`src/scp_defs.vh`:
```
// constants of the serial configuration port
`ifndef SCP_DEFS_VH
`define SCP_DEFS_VH

// instruction layout
`define SCP_INSTR_BITS 16
`define SCP_INSTR_RW 15
`define SCP_INSTR_WLEN_HI 14
`define SCP_INSTR_WLEN_LO 13
`define SCP_ADDR_W 13
`define SCP_WLEN_STREAM 2'h3

// special addresses
`define SCP_ADDR_PORT_CFG 13'h0000
`define SCP_ADDR_XFER 13'h00ff

// port configuration fields (nibbles mirrored)
`define SCP_CFG_LSB_HI 6
`define SCP_CFG_LSB_LO 1
`define SCP_CFG_SRST_HI 5
`define SCP_CFG_SRST_LO 2
`define SCP_CFG_RESET 8'h18
`define SCP_XFER_BIT 0

// system clock
`define SCP_CLK_PERIOD_NS 8

`endif

```
`src/scp_port.v`:
```
// serial configuration port, device side, oversampled by the system clock
// Operation
// - a frame starts on select low plus a serial clock rise, carrying a 16-bit instruction then data bytes.
// - word length 11 streams bytes until select returns high.
// - for one to three byte transfers, select high at a byte boundary stalls and the transfer resumes.
// - select high inside a byte resets the serial state and drops the partial byte.
// - select held high since reset puts the clock and data pins into their secondary function.
// - select tied low gives a two-wire mode whose framing is synchronised from reset.
// - without select activity a started stream never ends.
// - the instruction selects write or readback, and readback turns the data line around after the instruction.
// - bit order is msb first after reset and lsb first when the port configuration selects it.
// - clock and data are processed only while select is low.
// - select and clock are inputs, data is driven only during readback.
// - incoming bits are captured on serial clock rising edges.
// - writes other than port configuration and transfer go to buffered registers applied by the transfer bit.
`timescale 1ns/100ps
`include "scp_defs.vh"
module scp_port #(
  parameter ADDR_W = `SCP_ADDR_W
) (
  input wire CLOCK,
  input wire NRST,
  input wire PORT_SELECT_N,
  input wire SCLK,
  input wire SDIO_IN,
  output reg SDIO_OUT,
  output reg SDIO_OE,
  output reg [ADDR_W-1:0] REG_RADDR,
  input wire [7:0] REG_RDATA,
  output reg REG_WR,
  output reg [ADDR_W-1:0] REG_WADDR,
  output reg [7:0] REG_WDATA,
  output reg REG_XFER,
  output reg SOFT_RESET,
  output reg LSB_FIRST,
  output reg SECONDARY_MODE,
  output reg SEC_SCLK,
  output reg SEC_SDIO,
  output reg FRAME_ACTIVE
);

  localparam ST_INSTR = 1'b0;
  localparam ST_DATA = 1'b1;

  ////////////////////////////////////////////////////////////////////////////
  // helpers

  // shift one bit into a byte in the selected order
  function [7:0] shift_in;
    input [7:0] sr;
    input d;
    input lsb;
    begin
      if (lsb)
        shift_in = {d, sr[7:1]};
      else
        shift_in = {sr[6:0], d};
    end
  endfunction

  // mirrored config byte for a given lsb-first setting
  function [7:0] cfg_value;
    input lsb;
    begin
      cfg_value = `SCP_CFG_RESET;
      cfg_value[`SCP_CFG_LSB_HI] = lsb;
      cfg_value[`SCP_CFG_LSB_LO] = lsb;
    end
  endfunction

  ////////////////////////////////////////////////////////////////////////////
  // pin sampling

  wire [2:0] pins_s;
  wire sel_n_s = pins_s[2];
  wire sclk_s = pins_s[1];
  wire sdio_s = pins_s[0];
  reg sclk_prev;

  scp_sync #(
    .WIDTH(3),
    .RESET_VAL(3'h4)
  ) u_sync (
    .CLOCK(CLOCK),
    .NRST(NRST),
    .d({PORT_SELECT_N, SCLK, SDIO_IN}),
    .q(pins_s)
  );

  wire sclk_rise = sclk_s & ~sclk_prev;
  wire sclk_fall = ~sclk_s & sclk_prev;

  ////////////////////////////////////////////////////////////////////////////
  // frame state

  reg state;
  reg [3:0] bit_cnt;
  reg [15:0] instr_sr;
  reg [7:0] data_sr;
  reg [7:0] out_sr;
  reg rd_mode;
  reg streaming;
  reg [1:0] bytes_left;
  reg [ADDR_W-1:0] addr;

  // next values of the shifters on a rising edge
  wire [15:0] next_instr = LSB_FIRST ? {sdio_s, instr_sr[15:1]} : {instr_sr[14:0], sdio_s};
  wire [7:0] next_data = shift_in(data_sr, sdio_s, LSB_FIRST);
  wire [ADDR_W-1:0] next_addr = LSB_FIRST ? addr + {{(ADDR_W-1){1'b0}}, 1'b1} : addr - {{(ADDR_W-1){1'b0}}, 1'b1};
  wire [7:0] rd_byte = (addr == `SCP_ADDR_PORT_CFG) ? cfg_value(LSB_FIRST) : REG_RDATA;

  // serial engine
  always @(posedge CLOCK or negedge NRST) begin
    if (!NRST) begin
      sclk_prev <= 1'b0;
      state <= ST_INSTR; // framing starts synchronised from reset
      bit_cnt <= 4'h0;
      instr_sr <= 16'h0000;
      data_sr <= 8'h00;
      out_sr <= 8'h00;
      rd_mode <= 1'b0;
      streaming <= 1'b0;
      bytes_left <= 2'h0;
      addr <= {ADDR_W{1'b0}};
      SDIO_OUT <= 1'b0;
      SDIO_OE <= 1'b0;
      REG_RADDR <= {ADDR_W{1'b0}};
      REG_WR <= 1'b0;
      REG_WADDR <= {ADDR_W{1'b0}};
      REG_WDATA <= 8'h00;
      REG_XFER <= 1'b0;
      SOFT_RESET <= 1'b0;
      LSB_FIRST <= 1'b0; // msb first after reset
      FRAME_ACTIVE <= 1'b0;
    end else begin
      sclk_prev <= sclk_s;
      REG_WR <= 1'b0;
      REG_XFER <= 1'b0;
      SOFT_RESET <= 1'b0;
      REG_RADDR <= addr;
      if (sel_n_s) begin
        // select high gates off the serial engine
        SDIO_OE <= 1'b0; // release the line whenever deselected
        if (bit_cnt[2:0] != 3'h0 || streaming) begin
          // mid-byte abort, or end of a stream
          state <= ST_INSTR;
          bit_cnt <= 4'h0;
          streaming <= 1'b0;
          FRAME_ACTIVE <= 1'b0;
        end
        // otherwise at a byte boundary: stall, keep everything
      end else if (sclk_rise) begin
        // capture on the rising serial clock edge
        FRAME_ACTIVE <= 1'b1;
        if (state == ST_INSTR) begin
          instr_sr <= next_instr;
          bit_cnt <= bit_cnt + 4'h1;
          if (bit_cnt == 4'hf) begin
            // 16 bits in: decode rw, word length, address
            state <= ST_DATA;
            bit_cnt <= 4'h0;
            rd_mode <= next_instr[`SCP_INSTR_RW];
            bytes_left <= next_instr[`SCP_INSTR_WLEN_HI:`SCP_INSTR_WLEN_LO];
            streaming <= (next_instr[`SCP_INSTR_WLEN_HI:`SCP_INSTR_WLEN_LO] == `SCP_WLEN_STREAM);
            addr <= next_instr[ADDR_W-1:0];
          end
        end else begin
          data_sr <= next_data;
          bit_cnt <= {1'b0, bit_cnt[2:0] + 3'h1};
          if (bit_cnt[2:0] == 3'h7) begin
            // byte complete
            addr <= next_addr;
            if (!rd_mode) begin
              if (addr == `SCP_ADDR_PORT_CFG) begin
                // port config acts at once, either mirrored nibble counts
                SOFT_RESET <= next_data[`SCP_CFG_SRST_HI] | next_data[`SCP_CFG_SRST_LO];
                if (next_data[`SCP_CFG_SRST_HI] | next_data[`SCP_CFG_SRST_LO])
                  LSB_FIRST <= 1'b0;
                else
                  LSB_FIRST <= next_data[`SCP_CFG_LSB_HI] | next_data[`SCP_CFG_LSB_LO];
              end else begin
                // buffered registers; transfer address applies them
                REG_WR <= 1'b1;
                REG_WADDR <= addr;
                REG_WDATA <= next_data;
                REG_XFER <= (addr == `SCP_ADDR_XFER) & next_data[`SCP_XFER_BIT];
              end
            end
            if (!streaming && bytes_left == 2'h0) begin
              // last byte: release the line after the final rise
              state <= ST_INSTR;
              bit_cnt <= 4'h0;
              SDIO_OE <= 1'b0;
              FRAME_ACTIVE <= 1'b0;
            end else if (!streaming) begin
              bytes_left <= bytes_left - 2'h1;
            end
            // a stream with select tied low has no exit
          end
        end
      end else if (sclk_fall && state == ST_DATA && rd_mode) begin
        // readback: drive on the falling edge
        SDIO_OE <= 1'b1;
        if (bit_cnt[2:0] == 3'h0) begin
          SDIO_OUT <= LSB_FIRST ? rd_byte[0] : rd_byte[7];
          out_sr <= LSB_FIRST ? {1'b0, rd_byte[7:1]} : {rd_byte[6:0], 1'b0};
        end else begin
          SDIO_OUT <= LSB_FIRST ? out_sr[0] : out_sr[7];
          out_sr <= LSB_FIRST ? {1'b0, out_sr[7:1]} : {out_sr[6:0], 1'b0};
        end
      end
    end
  end

  ////////////////////////////////////////////////////////////////////////////
  // secondary pin function

  // select held high since reset hands clock and data to secondary use
  always @(posedge CLOCK or negedge NRST) begin
    if (!NRST) begin
      SECONDARY_MODE <= 1'b1;
      SEC_SCLK <= 1'b0;
      SEC_SDIO <= 1'b0;
    end else begin
      if (!sel_n_s)
        SECONDARY_MODE <= 1'b0;
      SEC_SCLK <= SECONDARY_MODE & sel_n_s & sclk_s;
      SEC_SDIO <= SECONDARY_MODE & sel_n_s & sdio_s;
    end
  end

endmodule // scp_port

```
`src/scp_sync.v`:
```
// two-flop synchroniser for pin inputs
`timescale 1ns/100ps
module scp_sync #(
  parameter WIDTH = 3,
  parameter [WIDTH-1:0] RESET_VAL = {WIDTH{1'b0}}
) (
  input wire CLOCK,
  input wire NRST,
  input wire [WIDTH-1:0] d,
  output reg [WIDTH-1:0] q
);

  reg [WIDTH-1:0] meta;

  // first stage feeds only the second stage
  always @(posedge CLOCK or negedge NRST) begin
    if (!NRST) begin
      meta <= RESET_VAL;
      q <= RESET_VAL;
    end else begin
      meta <= d;
      q <= meta;
    end
  end

endmodule // scp_sync

```
`config.mk`:
```
export PLATFORM = sky130hd
export DESIGN_NAME = scp_port
export DESIGN_NICKNAME = d
export VERILOG_FILES = /design/src/scp_port.v /design/src/scp_sync.v
export VERILOG_INCLUDE_DIRS = /design/src
export SDC_FILE = /design/constraint.sdc
export NUM_CORES = 1
export LEC_CHECK = 0
export ABC_AREA = 1
export BUFFER_PORTS_ARGS = -buffer_cell sky130_fd_sc_hd__buf_2
export CAP_MARGIN = 20
export CORE_AREA = 4 4 142 144
export CTS_CLUSTER_DIAMETER = 60
export DETAILED_ROUTE_END_ITERATION = 12
export DIE_AREA = 0 0 146 148
export PLACE_DENSITY = 0.49
export SYNTH_ARGS = -nofsm -noshare
export SYNTH_HDL_FRONTEND = slang
export SYNTH_SLANG_ARGS = --single-unit
```
`constraint.sdc`:
```
create_clock -name CLOCK -period 2.4 [get_ports CLOCK]
set_input_delay 0.72 -clock CLOCK [delete_from_list [all_inputs] [get_ports CLOCK]]
set_output_delay 0.72 -clock CLOCK [all_outputs]
set_load 0.02 [all_outputs]
```
## After elaboration in Yosys (flattened, before gate mapping)

Index checks and enable logic that the tools add are counted.
W data, S select, Z words.

| storage, ports and cells | value |
|---|---|
| bits in registers | 105 |
| word-level logic and storage cells | 145 |

| cells by class | value |
|---|---|
| equality and inequality tests | 12 |
| multiplexer cells | 64 |
| reductions and logical operators | 24 |
| add/sub/neg operators | 5 |
| bitwise gates (word level) | 15 |

Operators with widths:

| kind | count |
|---|---|
| $mux W13 | 4 |
| $mux W1 | 42 |
| $mux W8 | 5 |
| $mux W4 | 5 |
| $reduce_and A6 Y1 | 3 |
| $mux W16 | 1 |
| $reduce_and A4 Y1 | 4 |
| $add A13 B1 Y13 const B | 1 |
| $eq A13 B8 Y1 const B | 1 |
| $logic_not A13 Y1 | 1 |
| $sub A13 B1 Y13 const B | 1 |
| $mux W2 | 5 |
| $ne A3 B1 Y1 const B | 3 |
| $reduce_and A3 Y1 | 3 |
| $not A1 Y1 | 7 |
| $and A1 B1 Y1 | 6 |
| $mux W3 | 2 |
| $ne A2 B2 Y1 const B | 3 |
| $reduce_bool A2 Y1 | 3 |
| $reduce_bool A3 Y1 | 2 |
| $add A4 B1 Y4 const B | 1 |
| $eq A4 B4 Y1 const B | 1 |
| $ne A2 B1 Y1 const B | 2 |
| $add A3 B1 Y3 const B | 1 |
| 10 further kinds | 13 |

## Longest topological paths before layout

| depth | value |
|---|---|
| word-level depth | 8 |
| depth in mapped cells | 13 |

## Cells and area by module

From an unflattened synthesis, not the netlist that was laid out.

| second synthesis, totals | value |
|---|---|
| cells, all modules | 684 |
| area total of the unflattened synthesis | 5,382.7 µm² |

By module, submodules not included:

| module | cells an instance | times used | area an instance (µm²) |
|---|---|---|---|
| scp_port | 678 | 1 | 5,230.0 |
| scp_sync | 6 | 1 | 152.6 |

## Worst setup path before layout

No wires, ideal clock.

| timing | value |
|---|---|
| path type | register to register |
| start point | reg LSB_FIRST |
| end point | reg addr[8] |
| cell stages (with the launch flop) | 12 |
| required time | 2,284 ps |
| buffers on the path | 1 |
| slack | 27 ps |
| arrival | 2,256 ps |
| cell sequence | dfrtp_1 clkinv_1 clkbuf_1 fa_1 nand3_1 nand3_1 nand2_1 nand2_1 xnor2_1 nand2_1 nand2_1 nand2_1 |

| on the way | value |
|---|---|
| cells in the longest elaborated chain, start to end | 3 |

RTL lines:

| item | line | text |
|---|---|---|
| start: declaration | scp_port.v:35 | `output reg LSB_FIRST,` |
| start signal: assignment | scp_port.v:180 | `` LSB_FIRST <= next_data[`SCP_CFG_LSB_HI] \| next_data[`SCP_CFG_LSB_LO]; `` |
| $mux W16 or $mux W13 (tied branches) | scp_port.v:107, scp_port.v:109 |  |
| $mux W13 (on tied branches) | scp_port.v:158, scp_port.v:170 |  |
| $mux W13 (*) | scp_port.v:155 | `if (state == ST_INSTR) begin` |
| end signal: assignment | scp_port.v:124 | `addr <= {ADDR_W{1'b0}};` |
| end signal: assignment | scp_port.v:165 | `addr <= next_instr[ADDR_W-1:0];` |
| end signal: assignment | scp_port.v:172 | `addr <= next_addr;` |
| end: declaration | scp_port.v:104 | `reg [ADDR_W-1:0] addr;` |

Every way passes the cells marked *; elsewhere a longest branch is shown, timed or not. The select of a mux whose other input is x is not followed.
A chain may end at the register's enable or synchronous reset.

## Worst setup path after layout

| timing | value |
|---|---|
| start point | reg LSB_FIRST |
| end point | out LSB_FIRST |

No word-level cell between the ends.

==> results.yml <==
run_status:
  status: "complete, no violations"
placed_design:
  gp_congestion: 0.802
  place_area_mm2: 0.00598
  io_buffers: 56
  hpwl_um: 9510
final_layout:
  nets: 774
  postLayoutCellArea_mm2: 0.00627
  syn_to_final_growth_pct: 15.7
  final_common_cell: "nand2_1"
  mostFrequentLayoutCells: "nand2_1, dfrtp_1, inv_1, o21ai_0, buf_2"
  antenna_cells: 0
  drive_above_1_share: 0.151
  final_util: 0.335
grt:
  overflow: 0
  grt_pass1_vias: 4274
  antenna_found_initial: 0
  grt.total_usage: 0.122
  grt_pass1_wl_um: 21800
  grt_max_degree: 59
sta:
  finalSetupViolations: 0
  worst_slew_pin_slew_ns: 0.535
  timing.final.crit_share: 0.930
  hold_viol_final: 0
  fin_worst_skew_ns: 0.00932
  rsz0062_at_grt: "false"
  slew_headroom: 0.643
  layout_min_cycle_time_ns: 2.23
  tns_ns: 0
  fmax_mhz: 448
  worst_hold_slack_ns: 0.306
  slew_viol_final: 0
power_and_ir_drop:
  irDropWorstVdd_mv: 0.295
  p_leak_nw: 3.27
  pwr_density_cell_mw_per_mm2: 600
clock_network:
  cts_max_level: 3
  post-cts-setup-buffers: 0
  numCtsBuffers: 9
  clk_latency_ns: 0.36
  cts_tree: "yes"
  hold_buffers: 0
  path_clk_slew_ns: 0.08
  cts_resized: 0
  clockBufferDepth: 2
  clockRootBuffer: "clkbuf_16"
  clkSinkCount: 105
critical_path:
  cpLargestDelayFamily: "buffers and inverters"
  path_buf_inv: 2
  max_stage_delay_ns: 0.48
  crit_path_end_kind: "output pin"
  cp_max_fo: 58
  cp.arrival_ns: 1.51
  ff2ff_path_depth: 7
  crit_path_cell_trace: "buf_4 -> buf_2"
  slowest_stage: "buf_4"
  required_ns: 1.68
  worstSetupStartpointType: "flip-flop"
  critical_path_class: "reg -> out"
  cp_num_cells: 2
detailed_routing:
  drc: 0
  routed_wirelength_um: 12700
  wl_per_cell_um: 12.9
  drt-initial-drc-count: 223
  final_antenna_net_count: 0
  dr_total_vias: 4399
  vias_per_cell: 4.47
  drt_first_pass_iters: 5
yosys:
  ys_seq_elements: 105
  synth_area_mm2: 0.00542
  postSynth.asyncResetShare: 1.00
  synth-main-ff-cell: "dfrtp_1"
  syn_inst: 691
  synth_cell_types: 38
  yosys_warnings: 0
  ys_seq_area_frac: 0.485
  synth_nets: 720
  syn_area_per_cell_um2: 7.85
  synth_edf_count: 0
die:
  core_area_mm2: 0.0187
  fp.dieW_um: 146
  io_pins: 57
  die_h_um: 148
  die_area_mm2: 0.0216
  row_count: 50
  start_util: 0.290
flow_run:
  max-cap-violations: 0
hold_path:
  hp-class: "in -> async"
[layer usage]
| layer | part of all wire | up-vias | wire [um] | GRT usage |
|---|---|---|---|---|
| li1 | - | 2300 | - | - |
| met1 | 0.53 | 2034 | 6680 | 0.180 |
| met2 | 0.43 | 51 | 5430 | 0.179 |
| met3 | 0.026 | 14 | 336 | 0.0202 |
| met4 | 0.020 | 0 | 248 | 0.0480 |
| met5 | 0 | - | 0 | 0 |
[synth_stat cells, drive strengths merged (3+ instances only)]
cell    number  area (um^2)
xor2         3         26.3
or2          3         18.8
nand2      229          877
nor2        44          191
o22ai        3         18.8
buf          6         48.8
xnor2        4         35.0
dfrtp      102         2550
inv         95          359
nor3         3         26.3
a21oi       17         85.1
nor4         3         18.8
o21ai       81          454
dfstp        3         78.8
ha          15          188
nand4        8         50.1
a21boi       6         45.0
nand3       39          195
clkbuf      16         60.1
[sequential cells by signal, summed over array words and instances (netlist names), 2 cells and up]
name,flops
addr,13
REG_WADDR,13
out_sr,8
bit_cnt,4
bytes_left,2
u_sync.q,3
REG_RADDR,13
data_sr,8
u_sync.meta,3
instr_sr,16
REG_WDATA,8
[power breakdown]
part	leakage, nW	total (mW)	switching [mW]	internal [mW]
Sequential	1.42	1.87	0.0404	1.83
Clock	0.140	1.47	0.747	0.728
Combinational	1.71	0.416	0.291	0.125
Total	3.27	3.77	1.08	2.69
[area by class of cell]
cell class	instances	area, um^2
timing repair buffer	65	375
inverter	97	370
clock buffer	9	225
tap	234	293
sequential	105	2630
clock inverter	7	61.3
fill	2036	12400
multi-input combinational	467	2310
[cells by family after synthesis]
kind of cell	Yosys count	share of synthesized area
multiplexers	2	0.00392
buffers and inverters	119	0.0877
AND/OR/NAND/NOR	330	0.255
AO/OA/AOI/OAI	112	0.118
flip-flops	105	0.485
XOR/XNOR	7	0.0113
adder cells (fa/ha/maj)	16	0.0383
[path summary, 6_finish.rpt]
kind / start / endpoint / slack, ns
setup / recovery: LSB_FIRST$_DFFE_PN0P_ / LSB_FIRST / 0.17
hold / removal: NRST / instr_sr[9]$_DFFE_PN0P_ / 0.31
setup reg to reg: state$_DFFE_PN0P_ / REG_WADDR[3]$_DFFE_PN0P_ / 0.30
hold reg to reg: u_sync.meta[0]$_DFF_PN0_ / u_sync.q[0]$_DFF_PN0_ / 0.35
max in group asynchronous: NRST / REG_WDATA[1]$_DFFE_PN0P_ / 1.51
min in group CLOCK: u_sync.meta[0]$_DFF_PN0_ / u_sync.q[0]$_DFF_PN0_ / 0.35
[through the flow]
| step | setup WS, ns | total power [mW] | std cells |
|---|---|---|---|
| 3_5_place_dp | 0.178 | 2.34 | 968 |
| 5_1_grt | 0.0477 | 3.96 | 984 |
| 6_report | 0.168 | 3.77 | 984 |
| 4_1_cts | 0.170 | 3.82 | 984 |
| 2_1_floorplan | 0.0274 | 2.17 | 691 |
| 3_3_place_gp | 0.215 | 2.34 | 968 |
(Power assumes the default switching activity.)
